$ cat src/logic/touch_pkg.sv
// Shared constants and types for the touch screen converter control block
`default_nettype none
package touch_pkg;
  // System clock and converter clock rates
  localparam int CLK_HZ     = 25_000_000;
  localparam int CONV_HZ_8  = 4_000_000;  // 8-bit converter clock
  localparam int CONV_HZ_12 = 2_000_000;  // 12-bit converter clock
  // Cycles per converter bit, rounded up so the rate never exceeds the target
  localparam int DIV_8_CYC  = (CLK_HZ + CONV_HZ_8 - 1) / CONV_HZ_8;
  localparam int DIV_12_CYC = (CLK_HZ + CONV_HZ_12 - 1) / CONV_HZ_12;
  localparam logic [3:0] DIV_8_LAST  = 4'(DIV_8_CYC - 1);
  localparam logic [3:0] DIV_12_LAST = 4'(DIV_12_CYC - 1);

  // Trial bit positions; the code is kept left aligned in 12 bits
  localparam logic [3:0] BIT_MSB    = 4'hb;
  localparam logic [3:0] BIT_LSB_12 = 4'h0;
  localparam logic [3:0] BIT_LSB_8  = 4'h4;

  // Filter sample counts
  localparam int         FILT_SAMPLES   = 7;
  localparam logic [2:0] SAMP_LAST_FILT = 3'h6;
  localparam logic [2:0] SAMP_LAST_BYP  = 3'h0;
  localparam logic [2:0] RANK_LO        = 3'h2;  // First of middle three
  localparam logic [2:0] RANK_HI        = 3'h4;  // Last of middle three

  // Command function codes
  localparam logic [3:0] FN_DIODE_SENSE_SINGLE   = 4'h0;
  localparam logic [3:0] FN_AUX     = 4'h2;
  localparam logic [3:0] FN_DIODE_SENSE_RATIO   = 4'h4;
  localparam logic [3:0] FN_DRV_X   = 4'h8;
  localparam logic [3:0] FN_DRV_Y   = 4'h9;
  localparam logic [3:0] FN_DRV_YX  = 4'ha;
  localparam logic [3:0] FN_SETUP   = 4'hb;
  localparam logic [3:0] FN_MEAS_X  = 4'hc;
  localparam logic [3:0] FN_MEAS_Y  = 4'hd;
  localparam logic [3:0] FN_MEAS_Z1 = 4'he;
  localparam logic [3:0] FN_MEAS_Z2 = 4'hf;

  // Setup data bit positions
  localparam int SETUP_PULLUP_BIT = 0;
  localparam int SETUP_BYPASS_BIT = 1;

  // Values after reset
  localparam logic PULLUP_90K_RST = 1'b0;  // 50 kilohm pull-up
  localparam logic BYPASS_RST     = 1'b0;  // Filter in use
  localparam logic PEN_EN_RST     = 1'b1;  // Pen detect armed

  // Decoded command from the serial slave
  typedef struct packed {
    logic [3:0] func;
    logic       res_8bit;
    logic       pen_detect_off_bit;
    logic [3:0] setup_data;
  } cmd_t;

  // Panel driver switches
  typedef struct packed {
    logic xp;
    logic xm;
    logic yp;
    logic ym;
  } drv_t;

  // Converter reference pair
  typedef enum logic [1:0] {
    REF_SUPPLY  = 2'h0,
    REF_Y_PLATE = 2'h1,
    REF_X_PLATE = 2'h2,
    REF_YP_XM   = 2'h3
  } ref_sel_t;

  // Converter input channel
  typedef enum logic [2:0] {
    IN_XP    = 3'h0,
    IN_YP    = 3'h1,
    IN_YM    = 3'h2,
    IN_DIODE_SENSE_SINGLE = 3'h3,
    IN_DIODE_SENSE_RATIO = 3'h4,
    IN_AUX   = 3'h5
  } mux_sel_t;

  // Panel setup for one command
  typedef struct packed {
    drv_t     drv;
    mux_sel_t mux;
    ref_sel_t refs;
    logic     measure;
    logic     drive_only;
  } panel_cfg_t;

  // Conversion result
  typedef struct packed {
    logic [11:0] code;
    logic        res_8bit;
  } result_t;

  // Sequencer states, Gray coded along the path
  typedef enum logic [1:0] {
    ST_IDLE = 2'b00,
    ST_CONV = 2'b01,
    ST_FILT = 2'b11,
    ST_DONE = 2'b10
  } conv_state_t;
endpackage
`default_nettype wire

$ cat src/logic/conv_rate_divider.sv
// Converter bit clock enable divider
`default_nettype none
module conv_rate_divider (
  input  wire logic i_clk,
  input  wire logic i_reset,
  input  wire logic i_restart,
  input  wire logic i_res_8bit,
  output logic      o_tick
);
  logic [3:0] cnt_r;   // Cycles in current bit
  logic [3:0] last;    // Terminal count

  // Faster rate for 8-bit, slower for 12-bit
  assign last = i_res_8bit ? touch_pkg::DIV_8_LAST : touch_pkg::DIV_12_LAST;

  // Counter and one-cycle tick
  always_ff @(posedge i_clk or posedge i_reset)
  begin
    if (i_reset)
    begin
      cnt_r  <= 4'h0;
      o_tick <= 1'b0;
    end
    else if (i_restart)
    begin
      cnt_r  <= 4'h0;
      o_tick <= 1'b0;
    end
    else if (cnt_r >= last)
    begin
      cnt_r  <= 4'h0;
      o_tick <= 1'b1;
    end
    else
    begin
      cnt_r  <= cnt_r + 4'h1;
      o_tick <= 1'b0;
    end
  end
endmodule
`default_nettype wire

$ cat src/logic/median_mean_filter.sv
// Seven-sample median filter averaging the middle three
`default_nettype none
module median_mean_filter (
  input  wire logic [6:0][11:0] i_samples,
  output logic      [11:0]      o_mean
);
  logic [6:0][2:0] rank;      // Sorted position of each sample
  logic [13:0]     sum_mid;   // Sum of middle three

  // Rank each sample; ties broken by index so ranks are unique
  generate
    for (genvar i = 0; i < touch_pkg::FILT_SAMPLES; i++)
    begin : g_rank
      always_comb
      begin
        rank[i] = 3'h0;
        for (int j = 0; j < touch_pkg::FILT_SAMPLES; j++)
        begin
          if ((i_samples[j] < i_samples[i]) ||
              ((i_samples[j] == i_samples[i]) && (j < i)))
          begin
            rank[i] = rank[i] + 3'h1;
          end
        end
      end
    end
  endgenerate

  // Sum samples whose rank is in the middle three
  always_comb
  begin
    sum_mid = 14'h0;
    for (int k = 0; k < touch_pkg::FILT_SAMPLES; k++)
    begin
      if (rank[k] >= touch_pkg::RANK_LO && rank[k] <= touch_pkg::RANK_HI)
      begin
        sum_mid = sum_mid + {2'h0, i_samples[k]};
      end
    end
  end

  // Truncating divide by three
  assign o_mean = 12'(sum_mid / 14'h3);
endmodule
`default_nettype wire

$ cat src/logic/touch_adc_pen_detect_filter.sv
// Touch screen converter control: panel drivers, SAR sequencing, pen detect
`default_nettype none
module touch_adc_pen_detect_filter (
  input  wire logic                  i_clk,
  input  wire logic                  i_reset,
  input  wire logic                  i_addr_write_ack,
  input  wire logic                  i_cmd_valid,
  input  wire touch_pkg::cmd_t       i_cmd,
  input  wire logic                  i_xfer_end,
  input  wire logic                  i_cmp,
  input  wire logic                  i_xplus_low,
  output touch_pkg::drv_t            o_drv,
  output touch_pkg::mux_sel_t        o_mux_sel,
  output touch_pkg::ref_sel_t        o_ref_sel,
  output logic                       o_xplus_pen_connect,
  output logic [11:0]                o_dac_trial,
  output logic                       o_busy,
  output touch_pkg::result_t         o_result,
  output logic                       o_result_valid,
  output logic                       o_pullup_90k,
  output logic                       o_filter_bypass,
  output logic                       o_pen_touch_request_n
);
  // Synchronisers for comparator and pen sense
  logic cmp_meta_r;
  logic cmp_sync_r;
  logic pen_meta_r;
  logic pen_sync_r;

  // Command holding
  touch_pkg::cmd_t     cmd_pend_r;   // Received, awaiting end of transfer
  logic                cmd_have_r;   // A command is pending
  touch_pkg::cmd_t     cmd_act_r;    // Command now in effect
  touch_pkg::panel_cfg_t cfg_act_r;  // Panel setup of active command
  touch_pkg::panel_cfg_t cfg_nxt;    // Decoded setup of pending command
  logic                launch;       // Pending command takes effect

  // Setup and pen state
  logic pullup_90k_r;   // Pull-up select
  logic bypass_r;       // Filter bypass
  logic drive_only_r;   // Drivers on without conversion
  logic pen_en_r;       // Pen interrupt function armed

  // Sequencer
  touch_pkg::conv_state_t state_r;
  logic [11:0]       sar_r;        // Left-aligned trial code
  logic [11:0]       kept;         // Trial after comparator decision
  logic [3:0]        bit_idx_r;    // Bit under trial
  logic [3:0]        bit_lsb;      // Last trial bit for resolution
  logic [2:0]        samp_idx_r;   // Sample being converted
  logic [2:0]        samp_last;    // Last sample index
  logic [6:0][11:0]  samples_r;    // Captured samples
  logic [11:0]       filt_mean;    // Filter output
  logic [11:0]       single_code;  // Unfiltered sample, right-justified
  logic              tick;         // Converter bit enable

  // Map a function code to panel switches, input and reference
  function automatic touch_pkg::panel_cfg_t decode_cfg(input logic [3:0] func);
    touch_pkg::panel_cfg_t c;
    c            = '0;
    c.mux        = touch_pkg::IN_XP;
    c.refs       = touch_pkg::REF_SUPPLY;
    case (func)
      touch_pkg::FN_MEAS_X:
      begin
        c.drv     = '{xp: 1'b1, xm: 1'b1, yp: 1'b0, ym: 1'b0};
        c.mux     = touch_pkg::IN_YP;
        c.refs    = touch_pkg::REF_X_PLATE;
        c.measure = 1'b1;
      end
      touch_pkg::FN_MEAS_Y:
      begin
        c.drv     = '{xp: 1'b0, xm: 1'b0, yp: 1'b1, ym: 1'b1};
        c.refs    = touch_pkg::REF_Y_PLATE;
        c.measure = 1'b1;
      end
      touch_pkg::FN_MEAS_Z1:
      begin
        c.drv     = '{xp: 1'b0, xm: 1'b1, yp: 1'b1, ym: 1'b0};
        c.refs    = touch_pkg::REF_YP_XM;
        c.measure = 1'b1;
      end
      touch_pkg::FN_MEAS_Z2:
      begin
        c.drv     = '{xp: 1'b0, xm: 1'b1, yp: 1'b1, ym: 1'b0};
        c.mux     = touch_pkg::IN_YM;
        c.refs    = touch_pkg::REF_YP_XM;
        c.measure = 1'b1;
      end
      touch_pkg::FN_DIODE_SENSE_SINGLE:
      begin
        c.mux     = touch_pkg::IN_DIODE_SENSE_SINGLE;
        c.measure = 1'b1;
      end
      touch_pkg::FN_DIODE_SENSE_RATIO:
      begin
        c.mux     = touch_pkg::IN_DIODE_SENSE_RATIO;
        c.measure = 1'b1;
      end
      touch_pkg::FN_AUX:
      begin
        c.mux     = touch_pkg::IN_AUX;
        c.measure = 1'b1;
      end
      touch_pkg::FN_DRV_X:
      begin
        c.drv        = '{xp: 1'b1, xm: 1'b1, yp: 1'b0, ym: 1'b0};
        c.drive_only = 1'b1;
      end
      touch_pkg::FN_DRV_Y:
      begin
        c.drv        = '{xp: 1'b0, xm: 1'b0, yp: 1'b1, ym: 1'b1};
        c.drive_only = 1'b1;
      end
      touch_pkg::FN_DRV_YX:
      begin
        c.drv        = '{xp: 1'b0, xm: 1'b1, yp: 1'b1, ym: 1'b0};
        c.drive_only = 1'b1;
      end
      default:
      begin
        c.measure = 1'b0;  // Setup and unused codes drive nothing
      end
    endcase
    return c;
  endfunction

  // Pending command acts on STOP or repeated START
  assign launch  = i_xfer_end && cmd_have_r;
  assign cfg_nxt = decode_cfg(cmd_pend_r.func);

  // Resolution and bypass dependent limits
  assign bit_lsb   = cmd_act_r.res_8bit ? touch_pkg::BIT_LSB_8
                                        : touch_pkg::BIT_LSB_12;
  assign samp_last = bypass_r ? touch_pkg::SAMP_LAST_BYP
                              : touch_pkg::SAMP_LAST_FILT;

  // Keep trial bit if input is at or above trial level
  assign kept = cmp_sync_r ? sar_r : (sar_r & ~(12'h1 << bit_idx_r));

  // Right-justified code of the first sample, for bypass
  assign single_code = cmd_act_r.res_8bit ? {4'h0, samples_r[0][11:4]}
                                          : samples_r[0];

  // Converter bit rate enable
  conv_rate_divider u_div (
    .i_clk      (i_clk),
    .i_reset    (i_reset),
    .i_restart  (launch),
    .i_res_8bit (cmd_act_r.res_8bit),
    .o_tick     (tick)
  );

  // Median and mean of seven samples, same path for every input
  median_mean_filter u_filt (
    .i_samples (samples_r),
    .o_mean    (filt_mean)
  );

  // Two-stage synchronisers for comparator and pen sense
  always_ff @(posedge i_clk or posedge i_reset)
  begin
    if (i_reset)
    begin
      cmp_meta_r <= 1'b0;
      cmp_sync_r <= 1'b0;
      pen_meta_r <= 1'b0;
      pen_sync_r <= 1'b0;
    end
    else
    begin
      cmp_meta_r <= i_cmp;
      cmp_sync_r <= cmp_meta_r;
      pen_meta_r <= i_xplus_low;
      pen_sync_r <= pen_meta_r;
    end
  end

  // Command capture from the slave port; nothing here drives the bus
  always_ff @(posedge i_clk or posedge i_reset)
  begin
    if (i_reset)
    begin
      cmd_pend_r <= '0;
      cmd_have_r <= 1'b0;
      cmd_act_r  <= '0;
      cfg_act_r  <= '0;
    end
    else
    begin
      if (i_cmd_valid)
      begin
        cmd_pend_r <= i_cmd;
        cmd_have_r <= 1'b1;
      end
      else if (launch)
      begin
        cmd_have_r <= 1'b0;
      end
      if (launch && cmd_pend_r.func != touch_pkg::FN_SETUP)
      begin
        cmd_act_r <= cmd_pend_r;
        cfg_act_r <= cfg_nxt;
      end
      else if (launch)
      begin
        cmd_act_r.pen_detect_off_bit <= cmd_pend_r.pen_detect_off_bit;
      end
    end
  end

  // Setup command: pull-up select and filter bypass
  always_ff @(posedge i_clk or posedge i_reset)
  begin
    if (i_reset)
    begin
      pullup_90k_r <= touch_pkg::PULLUP_90K_RST;
      bypass_r     <= touch_pkg::BYPASS_RST;
    end
    else if (launch && cmd_pend_r.func == touch_pkg::FN_SETUP)
    begin
      // Select sits in the lowest data bit
      pullup_90k_r <= cmd_pend_r.setup_data[touch_pkg::SETUP_PULLUP_BIT];
      bypass_r     <= cmd_pend_r.setup_data[touch_pkg::SETUP_BYPASS_BIT];
    end
  end

  // Driver-only mode holds until the next non-setup command takes effect
  always_ff @(posedge i_clk or posedge i_reset)
  begin
    if (i_reset)
    begin
      drive_only_r <= 1'b0;
    end
    else if (launch && cmd_pend_r.func != touch_pkg::FN_SETUP)
    begin
      drive_only_r <= cfg_nxt.drive_only;
    end
  end

  // Pen interrupt arming
  always_ff @(posedge i_clk or posedge i_reset)
  begin
    if (i_reset)
    begin
      pen_en_r <= touch_pkg::PEN_EN_RST;
    end
    else if (i_addr_write_ack)
    begin
      pen_en_r <= 1'b0;
    end
    else if (launch && cfg_nxt.drive_only &&
             cmd_pend_r.func != touch_pkg::FN_SETUP)
    begin
      pen_en_r <= 1'b0;
    end
    else if (launch && cmd_pend_r.func == touch_pkg::FN_SETUP)
    begin
      // Setup has no conversion; arm at once unless detect is off
      pen_en_r <= !cmd_pend_r.pen_detect_off_bit;
    end
    else if (state_r == touch_pkg::ST_DONE)
    begin
      pen_en_r <= !cmd_act_r.pen_detect_off_bit;
    end
  end

  // Conversion sequencer and successive approximation
  always_ff @(posedge i_clk or posedge i_reset)
  begin
    if (i_reset)
    begin
      state_r    <= touch_pkg::ST_IDLE;
      sar_r      <= 12'h0;
      bit_idx_r  <= touch_pkg::BIT_MSB;
      samp_idx_r <= 3'h0;
      samples_r  <= '0;
    end
    else if (launch)
    begin
      // New measure command restarts; anything else idles
      state_r    <= (cmd_pend_r.func != touch_pkg::FN_SETUP && cfg_nxt.measure)
                    ? touch_pkg::ST_CONV : touch_pkg::ST_IDLE;
      sar_r      <= 12'h1 << touch_pkg::BIT_MSB;
      bit_idx_r  <= touch_pkg::BIT_MSB;
      samp_idx_r <= 3'h0;
    end
    else
    begin
      case (state_r)
        touch_pkg::ST_IDLE:
        begin
          state_r <= touch_pkg::ST_IDLE;
        end
        touch_pkg::ST_CONV:
        begin
          if (tick)
          begin
            if (bit_idx_r == bit_lsb)
            begin
              // Sample finished; straight binary code kept
              samples_r[samp_idx_r] <= kept;
              sar_r                 <= 12'h1 << touch_pkg::BIT_MSB;
              bit_idx_r             <= touch_pkg::BIT_MSB;
              if (samp_idx_r == samp_last)
              begin
                state_r <= touch_pkg::ST_FILT;
              end
              else
              begin
                samp_idx_r <= samp_idx_r + 3'h1;
              end
            end
            else
            begin
              // Decide this bit, try the next lower one
              sar_r     <= kept | (12'h1 << (bit_idx_r - 4'h1));
              bit_idx_r <= bit_idx_r - 4'h1;
            end
          end
        end
        touch_pkg::ST_FILT:
        begin
          state_r <= touch_pkg::ST_DONE;
        end
        touch_pkg::ST_DONE:
        begin
          state_r <= touch_pkg::ST_IDLE;
        end
        default:
        begin
          state_r <= touch_pkg::ST_IDLE;
        end
      endcase
    end
  end

  // Result register, filtered or single sample
  always_ff @(posedge i_clk or posedge i_reset)
  begin
    if (i_reset)
    begin
      o_result       <= '0;
      o_result_valid <= 1'b0;
    end
    else
    begin
      o_result_valid <= (state_r == touch_pkg::ST_DONE);
      if (state_r == touch_pkg::ST_FILT)
      begin
        o_result.res_8bit <= cmd_act_r.res_8bit;
        if (bypass_r)
        begin
          o_result.code <= single_code;
        end
        else if (cmd_act_r.res_8bit)
        begin
          o_result.code <= {4'h0, filt_mean[11:4]};
        end
        else
        begin
          o_result.code <= filt_mean;
        end
      end
    end
  end

  // Panel switches, input select and pen path
  always_ff @(posedge i_clk or posedge i_reset)
  begin
    if (i_reset)
    begin
      o_drv               <= '{xp: 1'b0, xm: 1'b0, yp: 1'b0, ym: 1'b1};
      o_mux_sel           <= touch_pkg::IN_XP;
      o_ref_sel           <= touch_pkg::REF_SUPPLY;
      o_xplus_pen_connect <= 1'b0;
      o_dac_trial         <= 12'h0;
      o_busy              <= 1'b0;
    end
    else
    begin
      o_dac_trial <= sar_r;
      o_busy      <= (state_r != touch_pkg::ST_IDLE);
      o_mux_sel   <= cfg_act_r.mux;
      o_ref_sel   <= cfg_act_r.refs;
      if (state_r == touch_pkg::ST_CONV || drive_only_r)
      begin
        // Measuring or settling: X+ off the pen path
        o_drv               <= cfg_act_r.drv;
        o_xplus_pen_connect <= 1'b0;
      end
      else if (!cmd_act_r.pen_detect_off_bit && pen_en_r)
      begin
        // Powered down and armed: Y- grounded, X+ sensed
        o_drv               <= '{xp: 1'b0, xm: 1'b0, yp: 1'b0, ym: 1'b1};
        o_xplus_pen_connect <= 1'b1;
      end
      else
      begin
        o_drv               <= '0;
        o_xplus_pen_connect <= 1'b0;
      end
    end
  end

  // Pen request output and setup bits
  always_ff @(posedge i_clk or posedge i_reset)
  begin
    if (i_reset)
    begin
      o_pen_touch_request_n <= 1'b1;
      o_pullup_90k          <= touch_pkg::PULLUP_90K_RST;
      o_filter_bypass       <= touch_pkg::BYPASS_RST;
    end
    else
    begin
      o_pullup_90k    <= pullup_90k_r;
      o_filter_bypass <= bypass_r;
      if (drive_only_r)
      begin
        o_pen_touch_request_n <= 1'b0;
      end
      else
      begin
        o_pen_touch_request_n <= !(o_xplus_pen_connect && pen_sync_r);
      end
    end
  end
endmodule
`default_nettype wire

$ cat config.mk
export PLATFORM = sky130hd
export DESIGN_NAME = touch_adc_pen_detect_filter
export DESIGN_NICKNAME = d
export VERILOG_FILES = /design/src/logic/touch_pkg.sv /design/src/logic/conv_rate_divider.sv /design/src/logic/median_mean_filter.sv /design/src/logic/touch_adc_pen_detect_filter.sv
export SDC_FILE = /design/constraint.sdc
export NUM_CORES = 1
export LEC_CHECK = 0
export BUFFER_PORTS_ARGS = -buffer_cell sky130_fd_sc_hd__buf_2
export CAP_MARGIN = 40
export CORE_UTILIZATION = 59
export DETAILED_ROUTE_END_ITERATION = 8
export PLACE_DENSITY = 0.91
export SLEW_MARGIN = 20
export SYNTH_ARGS = -nofsm -noshare
export SYNTH_HDL_FRONTEND = slang
export SYNTH_SLANG_ARGS = --single-unit
$ cat constraint.sdc
create_clock -name i_clk -period 15.15 [get_ports i_clk]
set_input_delay 1.515 -clock i_clk [delete_from_list [all_inputs] [get_ports i_clk]]
set_output_delay 1.515 -clock i_clk [all_outputs]
set_load 0.01 [all_outputs]
==> results.cfg, run 1 <==
[outcome]
error = [ERROR GRT-0116] Global routing finished with congestion. Check the congestion regions in the DRC Viewer.
run_status = did not finish
stop_stage = global routing (5_1_grt)

[die]
pin_count = 57
fp-row-count = 68
die_x_um = 191
die_y_um = 191
initial_core_util_pct = 60.4

[synthesis]
syn-cell-area_mm2 = 0.0210
synth_seq_cells = 178
synth_edf_count = 0
synthCells = 2537
yosys_most_used_dff = dfrtp_1
ys_seq_area_share_pct = 21.2
ys_warn_count = 0
avgSynthCellArea_um2 = 8.29
async_flop_share_pct = 100
yosys.cell_types.count = 112
syn_nets = 2936

[global_routing]
grt_use_total_pct = 74.6
grt_pass1_vias = 31200
grt_pass1_wl_um = 204000
grt_max_degree = 93
grt_overflow = 313

[clock_network]
cts_hold_buf = 0
h-tree-depth = 4
clock-sinks = 178
clockBufferDepth = 2
cts_made_buffers = 17
cts_root_buf = clkbuf_16

[placed_design]
port_buffers = 54
gp_congestion = 1.16
place_hpwl_um = 64900
pre_cts_ws_ns = -1.68
## cells in the mapped netlist, types with 14 or more instances
master    count  area share (%)
nor2b_1      34             1.0
and2_1       23            0.68
mux2_2       37             2.0
nor3_1       51             1.2
mux2i_1      23             1.1
xnor2_1      70             2.9
dfrtp_1     172              20
nand2b_1     21            0.62
and3_1       16            0.48
o211ai_1     28             1.0
a31oi_1      35             1.0
xor2_1       28             1.2
a21o_1       44             1.6
o22ai_1      16            0.48
nand3_1      71             1.7
ha_1        376              22
a21oi_1     182             4.3
o21bai_1     14            0.50
nand2_1     285             5.1
nand4_1      67             2.0
a211oi_1     20            0.71
clkbuf_1     52            0.93
inv_1       178             3.2
nor2_1      145             2.6
o21a_1       20            0.71
o21ai_0     195             4.6
buf_2        17            0.40
## repair_timing
action,in CTS
resized for setup,98
gates cloned,1
setup buffers,52
setup endpoints to repair,9
pin swaps,86
endpoints found under the hold margin,0
## metal layers
metal | overflow | global-route usage, %
met5 | 2 | 41.2
met4 | 88 | 73.2
met3 | 25 | 65.7
met2 | 182 | 86.9
met1 | 16 | 73.1
## per-stage QoR
step | instances | util, % | area (um2) | hold slack [ns] | TNS, ns
2_1_floorplan | 2537 | - | 21500 | 0.331 | -0.792
3_3_place_gp | 3408 | 72.9 | 25400 | 0.333 | -2.20
3_5_place_dp | 3414 | 73.0 | 25400 | 0.345 | -6.55
4_1_cts | 3498 | 77.3 | 26900 | 0.366 | -2.59
## kinds of logic after synthesis
kind of cell | share of synthesized area (%)
AND/OR/NAND/NOR | 19.0
AO/OA/AOI/OAI | 23.0
adder cells (fa/ha/maj) | 22.9
buffers and inverters | 4.74
flip-flops | 21.2
XOR/XNOR | 5.71
multiplexers | 3.39
==> inputs of run 2 (changes only) <==
--- a/config.mk
+++ b/config.mk
@@ -7,9 +7,9 @@
 export LEC_CHECK = 0
 export BUFFER_PORTS_ARGS = -buffer_cell sky130_fd_sc_hd__buf_2
 export CAP_MARGIN = 40
-export CORE_UTILIZATION = 59
+export CORE_UTILIZATION = 40
 export DETAILED_ROUTE_END_ITERATION = 8
-export PLACE_DENSITY = 0.91
+export PLACE_DENSITY_LB_ADDON = 0.15
 export SLEW_MARGIN = 20
 export SYNTH_ARGS = -nofsm -noshare
 export SYNTH_HDL_FRONTEND = slang
==> constraint.sdc (replaced) <==
create_clock -name i_clk -period 19.7 [get_ports i_clk]
set_input_delay 1.97 -clock i_clk [delete_from_list [all_inputs] [get_ports i_clk]]
set_output_delay 1.97 -clock i_clk [all_outputs]
set_load 0.01 [all_outputs]
==> run 2 against run 1 <==
The flow now finishes without violations. Synthesized area unchanged. Synthesized cell count unchanged.
==> results.cfg, run 2 <==
[layout]
regArea_mm2 = 0.00447
antenna_cells = 0
nNetsFinal = 3053
final_common_cell = ha_1
largest_reg_flops = 84
final_cells = 3347
post-route-cell-area_mm2 = 0.0235
biggestRegsByFlops = samples_r (84), o_result (13)
multi_input_area_mm2 = 0.0157
nFillCells = 5084
drive_gt1_share_pct = 12.8
regMostFlops = samples_r
syn_to_final_growth_pct = 11.8
final_cell_mix = ha_1, nand2_1, o21ai_0

[route]
vias = 20300
drt_first_pass_iters = 5
ant_nets = 0
drc = 0
wirelength_um = 78900
drt_iter0_markers = 1862
vias_per_cell = 6.05
wl_per_cell_um = 23.6

[die]
pin_count = 57
die-area_mm2 = 0.0535
core_mm2 = 0.0516
die_x_um = 231
die_y_um = 231
fp-row-count = 83
initial_core_util_pct = 40.7

[clock_network]
cts_hold_buf = 0
h-tree-depth = 4
cts_root_buf = clkbuf_16
clkSlewWorstSetupHoldPaths_ns = 0.07
cts_made_buffers = 17
cts_tree = built
clock_latency_ns = 0.45
clock-sinks = 178
clockBufferDepth = 2

[power]
p_comb_share_pct = 9.4
p_clk_share_pct = 42.2
p_seq_share_pct = 48.4
powerDensity_mw_per_mm2 = 35.7
power.switching_uw = 239
p_leak_nw = 11.0
p_int_uw = 599
swShare_pct = 28.5
ir_drop_uv = 61.9
power_uw = 838

[job]
max_cap_viol_count = 0

[outcome]
run_status = finished clean

[worst_hold_path]
hold_path.startpoint = cmp_meta_r
worstHoldPathCells = 0
hp-class = flop to flop
hold_path_end = cmp_sync_r

[synthesis]
synth_top_area_cell = ha_1
synth_seq_cells = 178
yosys.cell_types.count = 112
ys_seq_area_share_pct = 21.2
yosys_most_used_dff = dfrtp_1
synth_common_cells = ha_1, nand2_1, o21ai_0, a21oi_1, inv_1
synthCells = 2537
ys_warn_count = 0
syn_nets = 2936
yosys.cell_count.top_type = ha_1
synth_edf_count = 0
synthTopCellsByArea = ha_1, dfrtp_1, nand2_1
syn-cell-area_mm2 = 0.0210
avgSynthCellArea_um2 = 8.29
async_flop_share_pct = 100
yosys.area.top_type_share_pct = 22.4

[worst_setup_path]
start_kind = flop
crit_arrival_ns = 18.91
reg2reg_slack_ns = 1.16
path_class = flop to flop
rr_endpoint = o_result[1]
crit_path_top_delay_cell = or4_1
max_stage_delay_ns = 0.51
crit_fanout = 6
cp_common_cell = ha_1
r2r_start = samples_r[7]
rr_worst_depth = 88
critPathCaptureType = flop
worstPathRequired_ns = 20.07

[placed_design]
gp_congestion = 1.01
place_hpwl_um = 64500
port_buffers = 54
placed_cells = 3306
pre_cts_ws_ns = 0.676
dpl_cell_area_mm2 = 0.0227

[sta]
finalSetupViolations = 0
period_share_pct = 94.1
fmax_ghz = 0.0539
fin_crit_ns = 18.54
rsz0062_at_grt = no
fin_tns_setup_ns = 0
relSlewSlack_pct = 33.8
fin_skew_ns = 0.0122
drv_slew = 0
tightest_slew_ns = 0.991
setup_slack_ns = 1.16
finalHoldViolCount = 0

[global_routing]
grtUsageMet2_pct = 47.7
grt_pass1_wl_um = 118000
antenna_found_initial = 2
gr-usage-met3_pct = 2.29
grt_use_total_pct = 29.2
grt_pass1_vias = 19200
met1_usage_pct = 40.1
grt_busiest_layer = met2
grt_overflow = 0
grt_max_degree = 71
-- run 2: cell counts after synthesis --
No cell type changed its count.
-- run 2: cell type report --
cell class                      count  share of cell area, %
Multi-Input combinational cell   2104                   66.7
Sequential cell                   178                   19.0
Timing Repair Buffer              173                   5.19
Tap cell                          680                   3.62
Inverter                          180                   2.93
Clock buffer                       18                   1.87
Clock inverter                     14                  0.713
-- run 2: layer usage --
layer | part of all wire (%) | up-vias | wire length (um)
met3 | 4.8 | 127 | 3810
li1 | - | 9625 | -
met2 | 46 | 624 | 36300
met5 | 0 | - | 0
met4 | 3.7 | 0 | 2880
met1 | 45 | 9878 | 35800
-- run 2: power by group through the flow --
| stage | combinational, mW | clock, mW | sequential, mW |
|---|---|---|---|
| 2_1_floorplan | 0.0537 | 0 | 0.404 |
| 3_3_place_gp | 0.0763 | 0 | 0.412 |
| 3_5_place_dp | 0.0796 | 0 | 0.413 |
| 4_1_cts | 0.0800 | 0.359 | 0.406 |
| 5_1_grt | 0.0890 | 0.372 | 0.409 |
| 6_report | 0.0792 | 0.354 | 0.406 |
-- run 2: worst max-delay path by stage --
stage / startpoint / to / slack, ns / cells after the start
after CTS: samples_r[7] / o_result[1] / 0.59 / 85
after global placement: samples_r[7] / o_result[1] / 0.94 / 87
after detailed placement: samples_r[7] / o_result[1] / 0.68 / 87
after global routing: samples_r[7] / o_result[1] / 0.04 / 90
after floorplan: samples_r[9] / o_result[1] / 2.94 / 89
final: samples_r[7] / o_result[1] / 1.16 / 88
-- run 2: metrics by stage --
stage	utilization, %	hold WS, ns
6_report	45.5	0.351
5_1_grt	45.5	0.365
4_1_cts	45.2	0.355
3_5_place_dp	44.0	0.337
3_3_place_gp	43.9	0.333
2_1_floorplan	-	0.331
-- run 2: what timing repair did --
action	CTS	global route
resized for setup	0	20
endpoints found under the setup margin	0	3
setup buffers	0	5
-- run 2: worst max-delay path, delay by kind of cell (launching register included) --
kind                       cells  cell delay, ns
DFF                            1            0.39
buffers and inverters         10            1.15
adders and majority gates     13            3.78
muxes                          1            0.35
and+or+nand+nor               19            3.69
xor gates and xnor gates      11            2.53
AOI/OAI and AO/OA             34            6.57
-- run 2: logic make-up after synthesis --
kind of cell / share of synthesized area (%)
buffers and inverters: 4.74
multiplexers: 3.39
AND/OR/NAND/NOR: 19.0
flip-flops: 21.2
adder cells (fa/ha/maj): 22.9
XOR/XNOR: 5.71
AO/OA/AOI/OAI: 23.0
(Power assumes the default switching activity.)
